File: config.mk
export PLATFORM = sky130hd
export DESIGN_NAME = mcs_sequencer
export DESIGN_NICKNAME = d
export VERILOG_FILES = /design/src/mcs_sequencer.v
export VERILOG_INCLUDE_DIRS = /design/src
export SDC_FILE = /design/constraint.sdc
export NUM_CORES = 1
export LEC_CHECK = 0
export BUFFER_PORTS_ARGS = -buffer_cell sky130_fd_sc_hd__buf_2
export CORE_MARGIN = 4
export CORE_UTILIZATION = 40
export CTS_CLUSTER_DIAMETER = 30
export CTS_CLUSTER_SIZE = 40
export DETAILED_ROUTE_END_ITERATION = 8
export GPL_ROUTABILITY_DRIVEN = 1
export SLEW_MARGIN = 20
export SYNTH_ARGS = -nofsm -noshare
export SYNTH_HDL_FRONTEND = slang
export SYNTH_SLANG_ARGS = --single-unit
File: constraint.sdc
create_clock -name i_clk -period 5.6 [get_ports i_clk]
set_input_delay 0.28 -clock i_clk [delete_from_list [all_inputs] [get_ports i_clk]]
set_output_delay 0.28 -clock i_clk [all_outputs]
set_load 0.02 [all_outputs]
File: src/mcs_map.vh
// Register map, field positions, reset values and timing figures of the
// multichannel compare sequencer. Assumes 32-bit Avalon-MM byte addressing, one word per four addresses.
`ifndef MCS_MAP_VH
`define MCS_MAP_VH

// ==========================================================================
// Register byte offsets
`define MCS_REG_MODE       8'h00
`define MCS_REG_SLOT_SEL   8'h04
`define MCS_REG_CH_BASE    8'h10
`define MCS_REG_STATUS     8'h28
`define MCS_REG_RESULT     8'h2C

// ==========================================================================
// Mode register fields
`define MCS_F_DET          0
`define MCS_F_SYNC         1
`define MCS_F_RNG          2
`define MCS_F_MUXOUT       3
`define MCS_F_CLKSRC       4
`define MCS_F_DONEPOL      5
`define MCS_F_DIV_LO       6
`define MCS_F_CNT_LO       8
`define MCS_F_ALT_LO       12

// Per-channel register fields
`define MCS_F_L2H_LO       0
`define MCS_F_H2L_LO       8
`define MCS_F_GAIN_LO      16
`define MCS_F_CHPOL        18

// ==========================================================================
// Reset values
`define MCS_MODE_RST       32'h0000_0000
`define MCS_SLOT_RST       18'h0_8A88
`define MCS_CH_RST         19'h0_0000

// ==========================================================================
// Counts and timing
`define MCS_NCH            6
`define MCS_MAX_CODE       3'h5
`define MCS_REF_STEP_MV    32
`define MCS_EXT_CLK_MAX_HZ 10000
`define MCS_CLK_HZ         250000000
`define MCS_EXT_MIN_PERIOD ((`MCS_CLK_HZ + `MCS_EXT_CLK_MAX_HZ - 1) / `MCS_EXT_CLK_MAX_HZ)

`endif

File: src/mcs_sequencer.v
// Sequencer and result latching of a six-channel sampling comparator.
// Assumes the analog comparator result arrives synchronous to i_clk, and the
// oscillator and external sequence clocks arrive as synchronous levels.
`timescale 1ns/10ps
`default_nettype none
`include "mcs_map.vh"

// Functional notes
// RQ1: Channels visited in ascending order from zero, never beyond five.
// RQ2: Three-bit count field selects one to six channels; 110b and 111b invalid.
// RQ3: Each slot has a three-bit source select, codes 0..5, alt pair bit.
// RQ4: Each channel keeps rising and falling 6-bit thresholds, switched with channel.
// RQ5: Threshold code maps to 32 mV per step, 32 to 2016 mV.
// RQ6: Each channel has its own gain divider code, applied while active.
// RQ7: Each sequencing clock edge advances channel, loads threshold, latches result.
// RQ8: External sequencing clock at most 10 kHz, 50 percent duty.
// RQ9: Oscillator clock optionally divided by 2, 4 or 8; the code divides by 4 (code 1) or 8 (code 3), and code 2 stops the clock.
// RQ10: Enable high level or rising edge starts the oscillator.
// RQ11: Asynchronous mode updates each output right after its channel.
// RQ12: Synchronous mode updates all outputs after the last channel.
// RQ13: One sequence-done pulse each time all channels are sampled.
// RQ14: Range level mode latches results every n pulses while enable high.
// RQ15: Enable falling in level mode finishes current sequence, then powers down.
// RQ16: In range mode the done output becomes the seventh-range output.
// RQ17: Range edge mode runs one sequence per enable rising edge.
// RQ18: Sampling level mode latches one channel per clock while enable high.
// RQ19: Sampling edge mode runs one pass per enable rising edge.
// RQ20: Detect mode bit: zero level, one edge.
// RQ21: Range bit: zero sampling, one range.
// RQ22: Mux output bit routes mux to general pin two.
// RQ23: Clock source bit: zero oscillator, one external matrix clock.
// RQ24: Done polarity bit inverts the done signal when one.
// RQ25: Each channel result has its own polarity bit.
// RQ26: New sequence restarts at channel zero; outputs hold last values.
// RQ27: Invalid count code is treated as six channels.
module mcs_sequencer (
	input  wire        i_clk,
	input  wire        i_sys_rst,
	input  wire [7:0]  i_avs_address,
	input  wire        i_avs_read,
	input  wire        i_avs_write,
	input  wire [31:0] i_avs_writedata,
	input  wire [3:0]  i_avs_byteenable,
	output reg  [31:0] o_avs_readdata,
	output reg         o_avs_waitrequest,
	output reg  [1:0]  o_avs_response,
	input  wire        i_enable,
	input  wire        i_osc_clk,
	input  wire        i_ext_clk,
	input  wire        i_cmp_result,
	output reg         o_osc_run,
	output reg  [2:0]  o_mux_select,
	output reg         o_mux_alt,
	output reg         o_mux_pin_out_enable,
	output reg  [5:0]  o_ref_code,
	output reg  [1:0]  o_gain_select,
	output reg  [5:0]  o_results,
	output reg         o_sequence_done
);

	// =====================================================================
	// States
	localparam [1:0] ST_IDLE = 2'b01;
	localparam [1:0] ST_RUN  = 2'b10;

	// =====================================================================
	// Registers
	reg [31:0] mode_ff;
	reg [17:0] slot_ff;
	reg [18:0] chan_ff [0:`MCS_NCH-1];
	reg [1:0]  state_ff;
	reg [2:0]  chan_ff_idx;
	reg [5:0]  pend_ff;
	reg        raw_done_ff;
	reg [2:0]  div_ff;
	reg        src_d_ff;
	reg        en_d_ff;
	reg        tick_armed_ff;
	reg        rng_seen_ff;
	reg        last_cmp_ff;
	reg        acc_ff;

	wire       det_edge  = mode_ff[`MCS_F_DET];
	wire       sync_mode = mode_ff[`MCS_F_SYNC];
	wire       rng_mode  = mode_ff[`MCS_F_RNG];
	wire       done_pol  = mode_ff[`MCS_F_DONEPOL];
	wire [1:0] div_sel   = mode_ff[`MCS_F_DIV_LO +: 2];
	wire [2:0] cnt_code  = mode_ff[`MCS_F_CNT_LO +: 3];
	wire [5:0] alt_bits  = mode_ff[`MCS_F_ALT_LO +: 6];

	// Invalid counts run all six channels
	function [2:0] last_chan;
		input [2:0] code;
		begin
			last_chan = (code > `MCS_MAX_CODE) ? `MCS_MAX_CODE : code; // RQ2 RQ27
		end
	endfunction

	// Six three-bit slot sources packed low to high in the slot register
	function [2:0] slot_src;
		input [2:0]  idx;
		input [17:0] slots;
		begin
			case (idx)
				3'h0: slot_src = slots[2:0];
				3'h1: slot_src = slots[5:3];
				3'h2: slot_src = slots[8:6];
				3'h3: slot_src = slots[11:9];
				3'h4: slot_src = slots[14:12];
				default: slot_src = slots[17:15];
			endcase
		end
	endfunction

	// =====================================================================
	// Sequencing clock: divided oscillator or external clock
	wire       src_level = mode_ff[`MCS_F_CLKSRC] ? i_ext_clk : div_ff[div_sel == 2'h0 ? 0 :
	                       (div_sel == 2'h1 ? 1 : (div_sel == 2'h2 ? 2 : 2))]; // RQ23
	wire       osc_level = (div_sel == 2'h0) ? i_osc_clk : src_level;
	wire       seq_level = mode_ff[`MCS_F_CLKSRC] ? i_ext_clk : osc_level;
	wire       seq_tick  = seq_level & ~src_d_ff & tick_armed_ff; // RQ7
	wire       en_rise   = i_enable & ~en_d_ff;
	wire       start     = det_edge ? en_rise : i_enable; // RQ20 RQ10
	wire [2:0] last      = last_chan(cnt_code);
	wire       at_last   = (chan_ff_idx == last);

	reg        osc_d_ff;
	wire [2:0] nxt_div = div_ff + 3'h1;

	always @(posedge i_clk or posedge i_sys_rst) begin
		if (i_sys_rst) begin
			div_ff   <= 3'h0;
			osc_d_ff <= 1'b0;
		end else begin
			osc_d_ff <= i_osc_clk;
			if (i_osc_clk & ~osc_d_ff) begin
				div_ff <= (div_sel == 2'h3) ? nxt_div : {1'b0, nxt_div[1:0]}; // RQ9
			end
		end
	end

	// =====================================================================
	// Sequencer
	wire       cmp_bit   = i_cmp_result ^ chan_ff[chan_ff_idx][`MCS_F_CHPOL]; // RQ25
	wire [5:0] cur_mask  = 6'h01 << chan_ff_idx;

	always @(posedge i_clk or posedge i_sys_rst) begin
		if (i_sys_rst) begin
			state_ff      <= ST_IDLE;
			chan_ff_idx   <= 3'h0;
			pend_ff       <= 6'h00;
			raw_done_ff   <= 1'b0;
			src_d_ff      <= 1'b0;
			en_d_ff       <= 1'b0;
			tick_armed_ff <= 1'b0;
			rng_seen_ff   <= 1'b0;
			last_cmp_ff   <= 1'b0;
			acc_ff        <= 1'b0;
			o_results     <= 6'h00;
			o_osc_run     <= 1'b0;
		end else begin
			src_d_ff    <= seq_level;
			en_d_ff     <= i_enable;
			raw_done_ff <= 1'b0;
			case (state_ff)
				ST_IDLE: begin
					chan_ff_idx   <= 3'h0; // RQ26
					tick_armed_ff <= 1'b0;
					o_osc_run     <= 1'b0;
					if (start) begin // RQ17 RQ19
						state_ff      <= ST_RUN;
						o_osc_run     <= 1'b1;
						tick_armed_ff <= 1'b1;
						pend_ff       <= o_results;
						acc_ff        <= 1'b1;
					end
				end
				ST_RUN: begin
					o_osc_run <= 1'b1;
					if (seq_tick) begin
						// Each channel latches in its own slot; sync mode holds them
						pend_ff <= (pend_ff & ~cur_mask) | ({6{cmp_bit}} & cur_mask);
						// Range mode always latches the whole set at the sequence end
						if (!(sync_mode || rng_mode)) begin
							o_results <= (o_results & ~cur_mask) | ({6{cmp_bit}} & cur_mask); // RQ11 RQ18
						end
						acc_ff <= acc_ff & cmp_bit;
						if (at_last) begin // RQ1
							chan_ff_idx <= 3'h0;
							raw_done_ff <= 1'b1; // RQ13
							rng_seen_ff <= acc_ff & cmp_bit;
							acc_ff      <= 1'b1;
							if (sync_mode || rng_mode) begin
								o_results <= (pend_ff & ~cur_mask) | ({6{cmp_bit}} & cur_mask); // RQ12 RQ14 RQ17
							end
							// Level mode stops only at a sequence boundary
							if (det_edge || !i_enable) begin // RQ15
								state_ff <= ST_IDLE;
							end
						end else begin
							chan_ff_idx <= chan_ff_idx + 3'h1; // RQ7
						end
					end
				end
				default: state_ff <= ST_IDLE;
			endcase
		end
	end

	// =====================================================================
	// Analog steering outputs
	always @(posedge i_clk or posedge i_sys_rst) begin
		if (i_sys_rst) begin
			o_mux_select         <= 3'h0;
			o_mux_alt            <= 1'b0;
			o_mux_pin_out_enable <= 1'b0;
			o_ref_code           <= 6'h00;
			o_gain_select        <= 2'h0;
			o_sequence_done      <= 1'b0;
			last_cmp_ff          <= 1'b0;
		end else begin
			o_mux_select         <= slot_src(chan_ff_idx, slot_ff); // RQ3
			o_mux_alt            <= alt_bits[chan_ff_idx];
			o_mux_pin_out_enable <= mode_ff[`MCS_F_MUXOUT]; // RQ22
			// Rising-edge threshold while output low, falling one while high
			last_cmp_ff          <= o_results[chan_ff_idx];
			o_ref_code           <= last_cmp_ff ? chan_ff[chan_ff_idx][`MCS_F_H2L_LO +: 6]
			                                    : chan_ff[chan_ff_idx][`MCS_F_L2H_LO +: 6]; // RQ4 RQ5
			o_gain_select        <= chan_ff[chan_ff_idx][`MCS_F_GAIN_LO +: 2]; // RQ6
			o_sequence_done      <= (rng_mode ? rng_seen_ff : raw_done_ff) ^ done_pol; // RQ16 RQ24 RQ21
		end
	end

	// =====================================================================
	// Avalon-MM slave: one wait cycle, answer on the second edge
	reg         busy_ff;
	wire        req      = i_avs_read | i_avs_write;
	wire [7:0]  ch_off   = i_avs_address - `MCS_REG_CH_BASE;
	wire        is_ch    = (i_avs_address >= `MCS_REG_CH_BASE) &&
	                       (i_avs_address < `MCS_REG_STATUS) && (i_avs_address[1:0] == 2'h0);
	wire [2:0]  ch_sel   = ch_off[4:2];
	wire [31:0] be_mask  = {{8{i_avs_byteenable[3]}}, {8{i_avs_byteenable[2]}},
	                        {8{i_avs_byteenable[1]}}, {8{i_avs_byteenable[0]}}};
	wire        do_op    = req & busy_ff;

	genvar gi;
	generate
		for (gi = 0; gi < `MCS_NCH; gi = gi + 1) begin : g_chan
			always @(posedge i_clk or posedge i_sys_rst) begin
				if (i_sys_rst) begin
					chan_ff[gi] <= `MCS_CH_RST;
				end else if (do_op && i_avs_write && is_ch && ch_sel == gi) begin
					chan_ff[gi] <= (chan_ff[gi] & ~be_mask[18:0]) |
					               (i_avs_writedata[18:0] & be_mask[18:0]);
				end
			end
		end
	endgenerate

	always @(posedge i_clk or posedge i_sys_rst) begin
		if (i_sys_rst) begin
			mode_ff           <= `MCS_MODE_RST;
			slot_ff           <= `MCS_SLOT_RST;
			busy_ff           <= 1'b0;
			o_avs_waitrequest <= 1'b1;
			o_avs_readdata    <= 32'h0000_0000;
			o_avs_response    <= 2'h0;
		end else begin
			busy_ff           <= req & ~busy_ff;
			o_avs_waitrequest <= ~(req & ~busy_ff);
			if (req & ~busy_ff) begin
				o_avs_response <= 2'h0;
				o_avs_readdata <= 32'h0000_0000;
				if (i_avs_address == `MCS_REG_MODE) begin
					o_avs_readdata <= {14'h0000, mode_ff[17:0]};
				end else if (i_avs_address == `MCS_REG_SLOT_SEL) begin
					o_avs_readdata <= {14'h0000, slot_ff};
				end else if (is_ch) begin
					o_avs_readdata <= {13'h0000, chan_ff[ch_sel]};
				end else if (i_avs_address == `MCS_REG_STATUS) begin
					o_avs_readdata <= {26'h0000000, o_osc_run, chan_ff_idx, state_ff};
				end else if (i_avs_address == `MCS_REG_RESULT) begin
					o_avs_readdata <= {26'h0000000, o_results};
				end else begin
					o_avs_response <= 2'h2;
				end
			end
			if (do_op && i_avs_write) begin
				if (i_avs_address == `MCS_REG_MODE) begin
					mode_ff <= (mode_ff & ~be_mask) | (i_avs_writedata & be_mask & 32'h0003_FFFF);
				end else if (i_avs_address == `MCS_REG_SLOT_SEL) begin
					slot_ff <= (slot_ff & ~be_mask[17:0]) | (i_avs_writedata[17:0] & be_mask[17:0]);
				end
			end
		end
	end

endmodule
`default_nettype wire

Yosys cells after proc, flatten, opt, wreduce, memory -nomap -nowiden
Cells that the tools add are included.

cells by class
  $add $sub $neg = 3
  order comparisons = 7
  eq/ne operators = 21
  shift-type cells = 1
  muxes and demuxes = 56
  bitwise operators = 46
  reduce and logical (&&, ||, !) cells = 26

operators by type and width
  operator              count
  $and A19 B19 Y19      7
  $mux W19              7
  $bmux W19 S3          2
  $or A19 B19 Y19       6
  $and A18 B18 Y18      3
  $mux W6               8
  $and A32 B32 Y32      1
  $not A32 Y32          1
  $or A32 B18 Y32       1
  $mux W2               11
  $not A19 Y19          1
  $and A6 B6 Y6         3
  $not A18 Y18          1
  $or A18 B18 Y18       1
  $eq A8 B6 Y1 const B  2
  $mux W1               15
  $pmux W3 S5           1
  $eq A3 B2 Y1 const B  4
  $mux W3               4
  $or A6 B6 Y6          2
  $pmux W6 S2           1
  $logic_and A1 B1 Y1   10
  $eq A3 B3 Y1 const B  3
  $reduce_and A3 Y1     3
  34 further kinds      62

word-level totals
  register bits = 243
  bits of input ports = 52
  output and inout bits = 56
  logic and storage cells = 192

Longest topological paths before layout
  word-level depth = 12
  depth in mapped cells = 10
  mapped depth without buffers = 7

Least setup slack after synthesis
Ideal clock, no wire load.

  kind = flip-flop to flip-flop
  start = register chan_ff_idx[1]
  end = register o_mux_select[0]
  library setup time = 136 ps
  arrival = 2280 ps
  data required time = 5464 ps
  setup slack = 3184 ps
  stages on the path, launching flop included = 11
  path buffers = 4
  period minus slack after synthesis = 2416 ps
  cells stage by stage = dfrtp_1 buf_2 buf_1 inv_1 ha_1 nor2b_1 clkbuf_1 or4_1 clkbuf_1 nor2_1 a31oi_1

between the ends
  longest elaborated chain between the ends = 2
  elaborated cells on any way between the ends = 6
  classes of those cells = eq/ne (4); mux (1); reduce/logical (1)

RTL lines
  what                                  RTL line             source
  from (decl)                           mcs_sequencer.v:72   reg [2:0] chan_ff_idx;
  from (signal assigned)                mcs_sequencer.v:201  chan_ff_idx <= chan_ff_idx + 3'h1;
  $eq A3 B3 Y1 (tied with other cells)  mcs_sequencer.v:104  case (idx)
  $pmux W3 S5 *                         mcs_sequencer.v:104
  to (signal assigned)                  mcs_sequencer.v:222  o_mux_select <= slot_src(chan_ff_idx, slot_ff);
  to (decl)                             mcs_sequencer.v:52   output reg [2:0] o_mux_select,

Every way passes the cells marked *; elsewhere a longest branch is shown, timed or not.
A chain may end at the register's enable or synchronous reset.

Worst setup path in the final report
  start = register chan_ff_idx[2]
  end = register o_mux_select[1]

Same word-level chain as after synthesis.

==> results.cfg <==
[clock_network]
cts.clk_slew.worst_paths_ps = 50
cts_tree = built
htreeDepth = 2
clkLatencyLatePin_ps = 560
clockBufferDepth = 3
cts.sinks = 215
ctsResizeCount = 0
cts_setup_buffers = 0
holdBufCountCts = 3
ctsRootBufferMaster = clkbuf_16
cts_made_buffers = 48

[grt]
grt_pass1_vias = 8088
grt_max_degree = 71
grt_use_total_pct = 20.41
grt-ovfl-total = 0
grt_pass1_wl_mm = 48.54
antenna_found_initial = 0

[drt]
routed_wl_mm = 30.92
vias_per_cell = 5.676
first_iter_violations = 728
dr.pass1.iters = 5
num_vias = 7839
drc = 0
wl_per_cell_um = 22.39
ant_nets = 0

[logic_synthesis]
synth_flop_cell = dfrtp_1
synthArstFlopShare_pct = 100.0
synthCells = 876
ys_ff_latch = 215
ys_warn_count = 0
syn_area_per_cell_um2 = 12.65
yosysSeqAreaShare_pct = 48.64
synth_edf_count = 0
syn-cell-area_um2 = 11080
synthDistinctLibCells = 76

[floorplan]
initial_utilization_pct = 40.88
die_area_um2 = 30430
core_area_um2 = 27100
ios = 108
die_h_um = 174.4
die_w_um = 174.4
fp-row-count = 60

[final_layout]
fillers = 2395
final_layout_size_suffix_gt1_share_pct = 41.63
layout_commonest_cell = dfrtp_1
finalNetCount = 1030
syn_to_final_growth_pct = 23.06
post-route-cell-area_um2 = 13630
antenna_cells = 0
final_cell_mix = dfrtp_1 (207), mux2_2 (160), buf_2 (78), nand2_1 (67), clkbuf_16 (48)

[sta]
maxSlewViolCount = 0
hold_viol = 0
post-route-period-util_pct = 53.34
relSlewSlack_pct = 36.91
fin_crit_ps = 2987
max_freq_mhz = 334.8
rsz0062_at_grt = no
worstMarginPinSlew_ps = 944.5
finClkSkew_ps = 32.17
setup_tns_ps = 0
setup_viol = 0

[placed_design]
io_buffers = 79
dp_hpwl_mm = 21.21
post_dp_cell_area_um2 = 11750
routabilityCongestion = 0.9175

[setup_path]
crit_fanout = 22
start_kind = flip-flop
path_class = reg -> reg
worst_setup_path_end_kind = flip-flop
required_ps = 5990
cp.arrival_ps = 3380

[pwr]
power_density_nw_per_um2 = 401.5
irDropWorstVdd_v = 0.0002703
power.leakage_uw = 0.006322

[min_path]
hp-class = in -> reg

[job]
cap_violations = 0

[outcome]
status = finished clean
## cell type report
class	instances	area [µm²]	area share, %
clock buffers	61	1350	9.902
clock inverters	28	505.5	3.707
inverters	18	71.32	0.5231
multi-input cells	599	5379	39.45
flip-flops and latches	215	5390	39.53
well taps	372	465.4	3.414
repair buffers	88	473.0	3.469
## through the flow
step | setup slack (ps) | instances | util, % | power, µW | hold slack (ps)
floorplan | 2528 | 889 | - | 2137 | 311.4
global placement | 2670 | 1289 | 43.35 | 2313 | 418.8
detailed placement | 2634 | 1289 | 43.35 | 2321 | 410.8
CTS | 2625 | 1381 | 50.31 | 5523 | 51.60
global route | 2407 | 1381 | 50.31 | 5679 | 73.51
finish | 2613 | 1381 | 50.31 | 5474 | 70.38
## layer usage
metal | wire [µm] | GRT usage, % | vias to the layer above
met4 | 568 | 5.213 | 0
met5 | 0 | 0 | -
met1 | 13650 | 28.99 | 4033
li1 | - | - | 3469
met3 | 2049 | 4.067 | 52
met2 | 14650 | 32.28 | 285
## power breakdown
part	switching (µW)	internal, µW	total (µW)
combinational	348	218	566
clock	915	2260	3170
sequential	88.5	1650	1740
total	1350	4120	5470
## cells in the mapped netlist, drive strengths merged (3+ instances only)
library cell / number / area share, %
nor2b: 7 / 0.40
a32oi: 3 / 0.24
a31oi: 6 / 0.34
xor2: 3 / 0.24
nor2: 35 / 1.2
xnor2: 5 / 0.40
a211oi: 4 / 0.38
o221a: 3 / 0.30
o21ai: 41 / 1.9
mux2: 161 / 16
or2: 5 / 0.28
nand2b: 17 / 0.96
or4: 3 / 0.20
a21oi: 24 / 1.1
dfstp: 7 / 1.7
o22ai: 12 / 0.68
a221oi: 16 / 1.3
nor3: 9 / 0.70
nand3: 8 / 0.70
inv: 16 / 0.54
mux4: 42 / 8.5
ha: 8 / 0.90
buf: 34 / 1.9
nand2: 77 / 2.8
a311o: 3 / 0.27
mux2i: 32 / 2.9
dfrtp: 208 / 47
nor4: 6 / 0.75
clkbuf: 23 / 0.78
o211ai: 6 / 0.41
a222oi: 3 / 0.27
o31ai: 9 / 0.61
## worst max-delay path, stage by stage, from the launching register on
cell	delay, ps
dfrtp_1	930
clkinv_1	530
ha_1	500
or4_1	660
nor2_1	140
a31oi_1	70
## cell families after synthesis
group	Yosys count	synth area share [%]
adders and majority gates	8	0.9035
muxes	235	27.79
DFF	215	48.64
and+or+nand+nor	179	9.023
xor gates and xnor gates	8	0.6324
other	1	0.03385
buffers and inverters	75	3.252
AOI/OAI and AO/OA	155	9.723
## worst paths after layout
path	start	depth (start not counted)	endpoint	slack, ps
max in group asynchronous	i_sys_rst	4	asynchronous set/reset pin	3820
worst max-delay path	chan_ff_idx[2]	5	o_mux_select[1]	2610
worst min register to register	flip-flop	0	o_mux_pin_out_enable	420
min in group asynchronous	i_sys_rst	3	asynchronous set/reset pin	440
worst max register to register	chan_ff_idx[2]	5	o_mux_select[1]	2610
worst min-delay path	i_avs_writedata[18]	2	flip-flop	70
No activity file was read; power rests on OpenSTA's default activity.
